==> src/inc/scc_pkg.sv <==
package scc_pkg;

  // --------------------------------------------------------------------
  // Register offsets
  // --------------------------------------------------------------------
  localparam logic [15:0] OFS_RATE_PLL_CONFIG = 16'h8085;
  localparam logic [15:0] OFS_LANE_PAIR_EN    = 16'h8086;
  localparam logic [15:0] OFS_PLL_POWER_CTRL  = 16'h8087;
  localparam logic [15:0] OFS_LANE_SYNC_STAT  = 16'h8088;
  localparam logic [15:0] OFS_FAIL_OUT_SEL    = 16'h8089;

  // --------------------------------------------------------------------
  // Reset values
  // --------------------------------------------------------------------
  localparam logic [15:0] RST_RATE_PLL_CONFIG = 16'h0A00;
  localparam logic [15:0] RST_LANE_PAIR_EN    = 16'hFFFF;
  localparam logic [15:0] RST_PLL_POWER_CTRL  = 16'h8000;
  localparam logic [15:0] RST_LANE_SYNC_STAT  = 16'h0000;
  localparam logic [15:0] RST_FAIL_OUT_SEL    = 16'h8000;

  // --------------------------------------------------------------------
  // Field positions
  // --------------------------------------------------------------------
  localparam int POS_JOG_MEANING   = 15;
  localparam int POS_RATE_LSB      = 13;
  localparam int POS_SYMBOL_WIDTH  = 12;
  localparam int POS_PLL_LOW_BW    = 11;
  localparam int POS_MULT_LSB      = 8;
  localparam int POS_TX_EN_LSB     = 8;
  localparam int POS_RX_EN_LSB     = 0;
  localparam int POS_PLL_ENABLE    = 15;
  localparam int POS_FAIL_SELECT   = 15;

  // --------------------------------------------------------------------
  // Encodings
  // --------------------------------------------------------------------
  localparam logic [1:0] RATE_FULL    = 2'h0;
  localparam logic [1:0] RATE_HALF    = 2'h1;
  localparam logic [1:0] RATE_QUARTER = 2'h2;

  localparam logic [2:0] MULT_5X  = 3'h0;
  localparam logic [2:0] MULT_25X = 3'h1;
  localparam logic [2:0] MULT_10X = 3'h2;
  localparam logic [2:0] MULT_15X = 3'h3;
  localparam logic [2:0] MULT_4X  = 3'h4;
  localparam logic [2:0] MULT_20X = 3'h5;
  localparam logic [2:0] MULT_8X  = 3'h6;

  // --------------------------------------------------------------------
  // Carriers
  // --------------------------------------------------------------------
  typedef struct packed {
    logic [15:0] addr;
    logic [15:0] wrData;
    logic        wr;
    logic        rd;
  } scc_req_t;

  typedef struct packed {
    logic [1:0] rateShift;
    logic       rateValid;
    logic [4:0] multFactor;
    logic       multValid;
  } scc_decode_t;

  typedef struct packed {
    logic [15:0] rateCfg;
    logic [15:0] laneEn;
    logic        pllEnable;
    logic        failSelect;
    logic [7:0]  jogPrev;
    logic [7:0]  commaAlignEnable;
    logic [7:0]  alignJogPulse;
    logic [7:0]  txPairEnable;
    logic [7:0]  rxPairEnable;
    scc_decode_t decode;
    logic        wordIs8Bit;
    logic        pllLowBandwidth;
    logic        failOut;
    logic [15:0] rdData;
    logic        rdValid;
  } scc_state_t;

endpackage

==> src/rtl/scc_field_decode.sv <==
`timescale 1ns/1ns
`default_nettype none

module scc_field_decode (
  input  wire logic [1:0]          lineRateSelect,
  input  wire logic [2:0]          pllMultiplierCode,
  output scc_pkg::scc_decode_t     decode
);

  always_comb begin
    decode = '0;
    case (lineRateSelect)
      scc_pkg::RATE_FULL: begin
        decode.rateShift = 2'h0;
        decode.rateValid = 1'b1;
      end
      scc_pkg::RATE_HALF: begin
        decode.rateShift = 2'h1;
        decode.rateValid = 1'b1;
      end
      scc_pkg::RATE_QUARTER: begin
        decode.rateShift = 2'h2;
        decode.rateValid = 1'b1;
      end
      default: begin
        decode.rateShift = 2'h0;
        decode.rateValid = 1'b0;
      end
    endcase
    decode.multValid = 1'b1;
    case (pllMultiplierCode)
      scc_pkg::MULT_5X:  decode.multFactor = 5'h05;
      scc_pkg::MULT_25X: decode.multFactor = 5'h19;
      scc_pkg::MULT_10X: decode.multFactor = 5'h0A;
      scc_pkg::MULT_15X: decode.multFactor = 5'h0F;
      scc_pkg::MULT_4X:  decode.multFactor = 5'h04;
      scc_pkg::MULT_20X: decode.multFactor = 5'h14;
      scc_pkg::MULT_8X:  decode.multFactor = 5'h08;
      default: begin
        decode.multFactor = 5'h00;
        decode.multValid  = 1'b0;
      end
    endcase
  end

endmodule

`default_nettype wire

==> src/rtl/scc_side_gate.sv <==
`timescale 1ns/1ns
`default_nettype none

module scc_side_gate #(
  parameter int LANES = 4
) (
  input  wire logic [LANES-1:0] txEnable,
  input  wire logic [LANES-1:0] rxEnable,
  input  wire logic             globalPowerDown,
  input  wire logic             sidePowerDown,
  output logic      [LANES-1:0] txPair,
  output logic      [LANES-1:0] rxPair
);

  logic off;

  assign off    = globalPowerDown | sidePowerDown;
  assign txPair = off ? '0 : txEnable;
  assign rxPair = off ? '0 : rxEnable;

endmodule

`default_nettype wire

==> src/rtl/scc_regs.sv <==
// Notes on behaviour
// - The jog meaning bit makes each comma jog input an alignment enable at 0 and a jog trigger at 1, resetting to enable.
// - The line rate field selects full (00, reset), half (01) or quarter (10) rate; 11 is reserved.
// - The symbol width bit selects 10-bit lanes at 0 (reset) and 8-bit lanes at 1.
// - The PLL bandwidth bit selects high bandwidth when clear and low when set, resetting to low.
// - The multiplier field decodes 5x,25x,10x(reset),15x,4x,20x,8x for codes 0 to 6, with 7 reserved.
// - The upper byte of the lane enable register holds transmit enables for lanes 7..0, reset to one.
// - The lower byte holds receive enables for lanes 7..0, one enabling the pair.
// - Global power-down disables every transmit and receive pair regardless of enables.
// - Side A power-down disables lanes 3..0 and side B power-down lanes 7..4, over the enables.
// - Transmit bits 11:8 and receive bits 3:0 belong to side A, bits 15:12 and 7:4 to side B.
// - Sync status bits 15:8 are unsupported comma indicators and always read zero.
// - Sync status bits 7:0 are unsupported loss-of-link indicators and always read zero.
// - Bit 15 of the fail select register picks the test-fail signal driven to the pins, reset 0x8000.
`timescale 1ns/1ns
`default_nettype none

module scc_regs #(
  parameter int LANES = 8
) (
  input  wire logic                 mclk,
  input  wire logic                 nrst,
  input  wire scc_pkg::scc_req_t    regReq,
  output logic      [15:0]          regRdData,
  output logic                      regRdValid,
  input  wire logic                 globalPowerDown,
  input  wire logic                 sidePowerDownA,
  input  wire logic                 sidePowerDownB,
  input  wire logic [LANES-1:0]     commaJogInputs,
  input  wire logic [1:0]           testFailSignals,
  output logic      [LANES-1:0]     commaAlignEnable,
  output logic      [LANES-1:0]     alignJogPulse,
  output logic      [LANES-1:0]     txPairEnable,
  output logic      [LANES-1:0]     rxPairEnable,
  output scc_pkg::scc_decode_t      rateMultDecode,
  output logic                      wordIs8Bit,
  output logic                      pllLowBandwidth,
  output logic                      pllEnable,
  output logic                      failOut
);

  // --------------------------------------------------------------------
  // Elaboration check
  // --------------------------------------------------------------------
  if (LANES != 8) begin : gLaneCheck
    $error("scc_regs serves exactly eight lanes");
  end

  localparam int HALF = LANES / 2;

  scc_pkg::scc_state_t s;
  scc_pkg::scc_state_t next_s;

  // --------------------------------------------------------------------
  // Field views
  // --------------------------------------------------------------------
  logic                 jogMeaningSelect;
  logic [1:0]           lineRateSelect;
  logic                 symbolWidthSelect;
  logic                 pllLowBw;
  logic [2:0]           pllMultiplierCode;
  logic [LANES-1:0]     txEnableBits;
  logic [LANES-1:0]     rxEnableBits;
  logic [LANES-1:0]     txGated;
  logic [LANES-1:0]     rxGated;
  scc_pkg::scc_decode_t decodeNow;

  assign jogMeaningSelect  = s.rateCfg[scc_pkg::POS_JOG_MEANING];
  assign lineRateSelect    = s.rateCfg[scc_pkg::POS_RATE_LSB +: 2];
  assign symbolWidthSelect = s.rateCfg[scc_pkg::POS_SYMBOL_WIDTH];
  assign pllLowBw          = s.rateCfg[scc_pkg::POS_PLL_LOW_BW];
  assign pllMultiplierCode = s.rateCfg[scc_pkg::POS_MULT_LSB +: 3];
  assign txEnableBits      = s.laneEn[scc_pkg::POS_TX_EN_LSB +: LANES];
  assign rxEnableBits      = s.laneEn[scc_pkg::POS_RX_EN_LSB +: LANES];

  // --------------------------------------------------------------------
  // Decoders and side gating
  // --------------------------------------------------------------------
  scc_field_decode uDecode (
    .lineRateSelect    (lineRateSelect),
    .pllMultiplierCode (pllMultiplierCode),
    .decode            (decodeNow)
  );

  scc_side_gate #(
    .LANES (HALF)
  ) uSideA (
    .txEnable        (txEnableBits[HALF-1:0]),
    .rxEnable        (rxEnableBits[HALF-1:0]),
    .globalPowerDown (globalPowerDown),
    .sidePowerDown   (sidePowerDownA),
    .txPair          (txGated[HALF-1:0]),
    .rxPair          (rxGated[HALF-1:0])
  );

  scc_side_gate #(
    .LANES (HALF)
  ) uSideB (
    .txEnable        (txEnableBits[LANES-1:HALF]),
    .rxEnable        (rxEnableBits[LANES-1:HALF]),
    .globalPowerDown (globalPowerDown),
    .sidePowerDown   (sidePowerDownB),
    .txPair          (txGated[LANES-1:HALF]),
    .rxPair          (rxGated[LANES-1:HALF])
  );

  // --------------------------------------------------------------------
  // Next state
  // --------------------------------------------------------------------
  always_comb begin
    next_s = s;

    // Register writes; reserved codes stored as written
    if (regReq.wr) begin
      case (regReq.addr)
        scc_pkg::OFS_RATE_PLL_CONFIG: next_s.rateCfg = regReq.wrData;
        scc_pkg::OFS_LANE_PAIR_EN:    next_s.laneEn  = regReq.wrData;
        scc_pkg::OFS_PLL_POWER_CTRL: begin
          next_s.pllEnable = regReq.wrData[scc_pkg::POS_PLL_ENABLE];
        end
        scc_pkg::OFS_FAIL_OUT_SEL: begin
          next_s.failSelect = regReq.wrData[scc_pkg::POS_FAIL_SELECT];
        end
        default: begin
        end
      endcase
    end

    // Register reads, one cycle latency; unmapped reads return zero
    next_s.rdValid = regReq.rd;
    next_s.rdData  = '0;
    if (regReq.rd) begin
      case (regReq.addr)
        scc_pkg::OFS_RATE_PLL_CONFIG: next_s.rdData = s.rateCfg;
        scc_pkg::OFS_LANE_PAIR_EN:    next_s.rdData = s.laneEn;
        scc_pkg::OFS_PLL_POWER_CTRL: begin
          next_s.rdData[scc_pkg::POS_PLL_ENABLE] = s.pllEnable;
        end
        scc_pkg::OFS_LANE_SYNC_STAT:  next_s.rdData = scc_pkg::RST_LANE_SYNC_STAT;
        scc_pkg::OFS_FAIL_OUT_SEL: begin
          next_s.rdData[scc_pkg::POS_FAIL_SELECT] = s.failSelect;
        end
        default:                      next_s.rdData = '0;
      endcase
    end

    next_s.jogPrev = commaJogInputs;
    if (jogMeaningSelect) begin
      next_s.commaAlignEnable = '0;
      next_s.alignJogPulse    = commaJogInputs & ~s.jogPrev;
    end else begin
      next_s.commaAlignEnable = commaJogInputs;
      next_s.alignJogPulse    = '0;
    end

    next_s.txPairEnable = txGated;
    next_s.rxPairEnable = rxGated;

    next_s.decode          = decodeNow;
    next_s.wordIs8Bit      = symbolWidthSelect;
    next_s.pllLowBandwidth = pllLowBw;
    next_s.failOut = s.failSelect ? testFailSignals[1] : testFailSignals[0];

    if (!nrst) begin
      next_s                  = '0;
      next_s.rateCfg          = scc_pkg::RST_RATE_PLL_CONFIG;
      next_s.laneEn           = scc_pkg::RST_LANE_PAIR_EN;
      next_s.pllEnable        = scc_pkg::RST_PLL_POWER_CTRL[scc_pkg::POS_PLL_ENABLE];
      next_s.failSelect       = scc_pkg::RST_FAIL_OUT_SEL[scc_pkg::POS_FAIL_SELECT];
    end
  end

  // --------------------------------------------------------------------
  // State register
  // --------------------------------------------------------------------
  always_ff @(posedge mclk) begin
    s <= next_s;
  end

  // --------------------------------------------------------------------
  // Outputs
  // --------------------------------------------------------------------
  assign regRdData        = s.rdData;
  assign regRdValid       = s.rdValid;
  assign commaAlignEnable = s.commaAlignEnable;
  assign alignJogPulse    = s.alignJogPulse;
  assign txPairEnable     = s.txPairEnable;
  assign rxPairEnable     = s.rxPairEnable;
  assign rateMultDecode   = s.decode;
  assign wordIs8Bit       = s.wordIs8Bit;
  assign pllLowBandwidth  = s.pllLowBandwidth;
  assign pllEnable        = s.pllEnable;
  assign failOut          = s.failOut;

endmodule

`default_nettype wire

==> config.mk <==
export PLATFORM = sky130hd
export DESIGN_NAME = scc_regs
export DESIGN_NICKNAME = d
export VERILOG_FILES = /design/src/inc/scc_pkg.sv /design/src/rtl/scc_field_decode.sv /design/src/rtl/scc_side_gate.sv /design/src/rtl/scc_regs.sv
export SDC_FILE = /design/constraint.sdc
export NUM_CORES = 1
export LEC_CHECK = 0
export BUFFER_PORTS_ARGS = -buffer_cell sky130_fd_sc_hd__buf_4
export CORE_AREA = 4 4 110 112
export DETAILED_ROUTE_END_ITERATION = 10
export DIE_AREA = 0 0 114 116
export GPL_TIMING_DRIVEN = 0
export PLACE_DENSITY_LB_ADDON = 0.15
export REMOVE_ABC_BUFFERS = 1
export SYNTH_ARGS = -nofsm -noshare
export SYNTH_HDL_FRONTEND = slang
export SYNTH_SLANG_ARGS = --single-unit
export TNS_END_PERCENT = 50
==> constraint.sdc <==
create_clock -name mclk -period 2 [get_ports mclk]
set_input_delay 0.4 -clock mclk [delete_from_list [all_inputs] [get_ports mclk]]
set_output_delay 0.4 -clock mclk [all_outputs]
set_load 0.02 [all_outputs]
Word level (Yosys, flattened, before mapping). Cells that the tools add are included.

Flip-flop bits (word level): 103. Word-level logic and storage cells: 55. Input port bits: 49.

Equality and inequality tests: 12. Reductions and logical operators: 12. Multiplexer cells: 6. Bitwise logic cells: 5.

Operators by type and width (count): $eq A16 B16 Y1 const B (4); $pmux W5 S7 (1); $pmux W15 S2 (1); $reduce_and A2 Y1 (6); $eq A3 B3 Y1 const B (3); $pmux W3 S3 (1); $and A8 B8 Y8 (1); $not A8 Y8 (1); $reduce_or A7 Y1 (1); $eq A3 B2 Y1 const B (2); $reduce_or A2 Y1 (3); $pmux W1 S4 (1); $eq A3 B1 Y1 const B (1); $logic_not A3 Y1 (1); $eq A2 B1 Y1 const B (1); $eq A2 B2 Y1 const B (1); $logic_not A2 Y1 (1); $mux W1 (2); $or A1 B1 Y1 (2); $not A1 Y1 (1).

Depth between registers and ports, before layout.
Word-level depth: 3. Mapped depth: 6.

Modules after synthesis. Synthesis repeated with hierarchy kept, for this count alone.

Cell total of the unflattened synthesis: 421. Area total of the unflattened synthesis: 4242.8 µm².

By module, submodules not included: scc_regs (area each 3927.5 µm², cells each 390, instances 1, seq. area each 2062.0 µm²); scc_side_gate (area each 122.6 µm², cells each 10, instances 2, seq. area each 0.0 µm²); scc_field_decode (area each 70.1 µm², cells each 11, instances 1, seq. area each 0.0 µm²).

Worst setup path after synthesis. OpenSTA, ideal clock, no wires.

Path type: input to register. Start: input port regReq[30] in the netlist's numbering. End: register s (netlist bit regRdData[9]). Slack: 0.396 ns. Data arrival time: 1.545 ns. Cell stages on the path: 5. Buffers on the path: 1. Setup time: 0.059 ns. Cell sequence: nor4b_4 nand4_2 nor4b_4 buf_6 a22o_1.

Cells in the longest elaborated chain, start to end: 2. Elaborated cells between the ends (all ways): 3.

RTL lines: from (decl) (RTL line scc_regs.sv:23) `input wire scc_pkg::scc_req_t regReq,`; $eq A16 B16 Y1 (RTL line scc_regs.sv:133) `case (regReq.addr)`; $pmux W15 S2 * (RTL line scc_regs.sv:133); to (signal assigned) (RTL line scc_regs.sv:177) `s <= next_s;`; to (decl) (RTL line scc_regs.sv:51) `scc_pkg::scc_state_t s;`.

Mark *: on every way between the ends. The rest lies on a longest branch, timed or not. A chain may end at the register's enable or synchronous reset.

Worst setup path after layout.
Start: input port regReq[30] in the netlist's numbering. End: register s (netlist bit regRdData[10]).

The elaborated chain is that of the path after synthesis.

==> summary.md <==
| Metric | Value |
|---|---|
| Status | finished clean |
| Worst-path fanout max | 9 |
| Worst hold slack | 0.277 ns |
| Gr usage total | 14.6% |
| Crit path cell chain | buf_4 -> nor4b_4 -> nand4_2 -> nor4b_4 -> buf_4 -> a22o_1 |
| Clk buf depth | 2 |
| Residual DRC | 0 |
| #FFs+latches synth | 103 |
| Final period utilization | 86.2% |
| Register area share after synthesis | 53.6% |
| FF-to-FF setup slack | 0.85 ns |
| Synth area leaders | dfxtp_1 (54%), buf_4 (11%), nand3_1 (6.4%) |
| Final min period | 1.72 ns |
| Fin. max-slew vios | 0 |
| Routed vias | 2,767 |
| Synth Warn # | 0 |
| CP required | 2.28 ns |
| Hold Path Class | input pin to register |
| Crit. End Element | register |
| GRT Max-Usage Layer | met2 |
| Peak supply drop | 0.000451 V |
| Port bufs | 110 |
| Slowest cell on crit path | nor4b_4 |
| Fin area | 4710 um^2 |
| Clock Power Share | 43.8% |
| WL per Instance | 15.8 um |
| Detail Placement HPWL | 5.66 mm |
| Vias per cell | 4.68 |
| Nets | 492 |
| Clock skew | 0.00834 ns |
| Met1 Resource Use GR | 19.2% |
| Switch share | 21.4% |
| WS Path Type | input pin to register |
| Global route overflow | 0 |
| Actual slew at the worst max-slew pin | 1.31 ns |
| Die Wd | 114 um |
| Most frequent cells in the layout | buf_4 (118), dfxtp_1 (103), nand3_1 (49), o21ai_0 (33), and2_1 (20) |
| Die area | 13,200 um^2 |
| Commonest non-fill, non-tap cell in the layout | buf_4 |
| Max incr delay on CP | 0.47 ns |
| Antenna Nets Post-Route | 0 |
| Fmax | 580 MHz |
| P_leak | 0.00204 uW |
| Critical path arrival | 2.01 ns |
| Die Y-Extent | 116 um |
| Cells after Synth | 392 |
| Clock slew seen by the registers of the worst setup and hold paths | 0.07 ns |
| Number of setup violations in the final report | 0 |
| Vias in the first global route | 2,764 |
| RSZ-0062 raised after global routing | no |
| N_diodes | 0 |
| Seq pwr share | 49.9% |
| Placed Cells | 566 |
| Initial antenna violation count | 0 |
| Initial DRT Pass Iterations | 4 |
| Mapped cell area | 3840 um^2 |
| Syn avg cell area | 9.81 um^2 |
| Maximum Capacitance Violations | 0 |
| Core ar. | 11,200 um^2 |
| Htree depth | 3 |
| Starting Density | 34.3% |
| GR Util met2 | 23.4% |
| Combinational fraction of design power | 6.2% |
| Unique cell type count in the Yosys netlist | 34 |
| Cell taking the most area after synthesis | dfxtp_1 |
| # rows | 39 |
| Met3 Usage GRT | 2.61% |
| Ports | 111 |
| GPL Wtd Cong | 0.731 |
| Clk sinks | 103 |
| Largest net degree at the start of global routing | 36 |
| First-pass GRT wire length | 14.8 mm |
| Cell Pwr Density | 891 nW/um^2 |
| Net Sw Power | 899 uW |
| Pint | 3300 uW |
| Clk_lat worst skew | 0.34 ns |
| Initial DRC count | 99 |
| Overall power | 4200 uW |
| Root buffer cell | clkbuf_16 |
| TritonCTS buffer count | 9 |
| Slew HR | 12.4% |
| Final non-filler cell total | 591 |
| Startpoint types | input pin |
| Share of layout cells above drive strength 1 | 31.7% |
| Routed wire length | 9.34 mm |
| Area Growth Syn to Fin | 22.6% |
| CTS tree | built |
| Top-area cell type share of the netlist area | 53.6% |
| Hold Fails Final Rpt | 0 |
| Cell area after placement | 4320 um^2 |
cell usage after synthesis (all sizes together):
library cell and n:
or2 1, a211o 1, dfxtp 103, inv 11, and3b 1, a31oi 1
mux2i 1, and2 20, nand2 13, o21ai 33, and2b 1, nand2b 1
clkbuf 16, mux2 1, nor4 1, and4 2, and3 1, nand4 3
a22o 16, xnor2 1, nor3b 12, a21oi 14, a32oi 1, nor4b 3
nor2b 3, buf 63, nor2 16, nand3 49, o311ai 2, nor3 1
critical path: cells and delay by family:
kind,cells,cell delay [ns]
AO/OA/AOI/OAI,1,0.16
AND/OR/NAND/NOR,3,1.09
buffers and inverters,2,0.35
timing repair:
action | in CTS | in global routing
pin swaps | 2 | 1
buffers inserted | 6 | 2
setup endpoints to repair | 48 | 16
gates cloned | 1 | 0
hold buffers | 0 | 0
resized for setup | 2 | 1
sequential cells by signal, indices dropped and copies added, names as in the netlist, 2 cells and up:
name / flops
s: 26
regRdData: 16
rateMultDecode: 9
alignJogPulse: 8
commaAlignEnable: 8
rxEnableBits: 8
rxPairEnable: 8
txPairEnable: 8
pllMultiplierCode: 3
lineRateSelect: 2
metal layers:
layer  routed length [um]  share of wire [%]
met1                 4120                 44
met2                 4470                 48
met3                  551                5.9
met4                  206                2.2
met5                    0                  0
logic make-up after synthesis:
logic type / after synthesis / share of synthesized area (%)
compound gates: 68 / 10.8
xor+xnor: 1 / 0.228
buf+inv: 90 / 14.8
flops: 103 / 53.6
mux: 2 / 0.553
simple gates: 128 / 20.0
stage by stage:
stage / setup TNS (ns) / util [%] / setup WS (ns)
global route: 0 / 42.0 / 0.192
floorplan: 0 / - / 0.0730
finish: 0 / 42.0 / 0.277
global placement: -31.90 / 38.5 / -0.801
detailed placement: -32.96 / 38.5 / -0.897
CTS: -0.00385 / 41.8 / -0.00385
power groups by stage:
stage | registers (uW) | logic (uW) | clock network [uW]
floorplan | 2180 | 56.1 | 0
global placement | 2140 | 261 | 0
detailed placement | 2140 | 264 | 0
CTS | 2100 | 268 | 1900
global route | 2100 | 286 | 2000
finish | 2100 | 262 | 1840
worst paths after layout:
check                                     end                          start  cells after the start
setup / recovery     regRdData[10]$_SDFF_PN0_                     regReq[30]                      6
hold / removal               s[64]$_SDFF_PN0_              commaJogInputs[3]                      3
setup reg to reg     regRdData[15]$_SDFF_PN0_  jogMeaningSelect$_SDFFE_PN0P_                      3
hold reg to reg   alignJogPulse[4]$_SDFF_PN0_               s[65]$_SDFF_PN0_                      1
area by class of cell:
| cell class | instances | area (um^2) |
|---|---|---|
| fillers | 1142 | 6510 |
| flip-flops and latches | 103 | 2060 |
| multi-input cells | 200 | 1230 |
| repair buffers | 118 | 886 |
| clock buffers | 10 | 229 |
| well taps | 143 | 179 |
| clock inverters | 6 | 85.1 |
| inverters | 11 | 41.3 |
No activity file was read; power rests on OpenSTA's default activity.
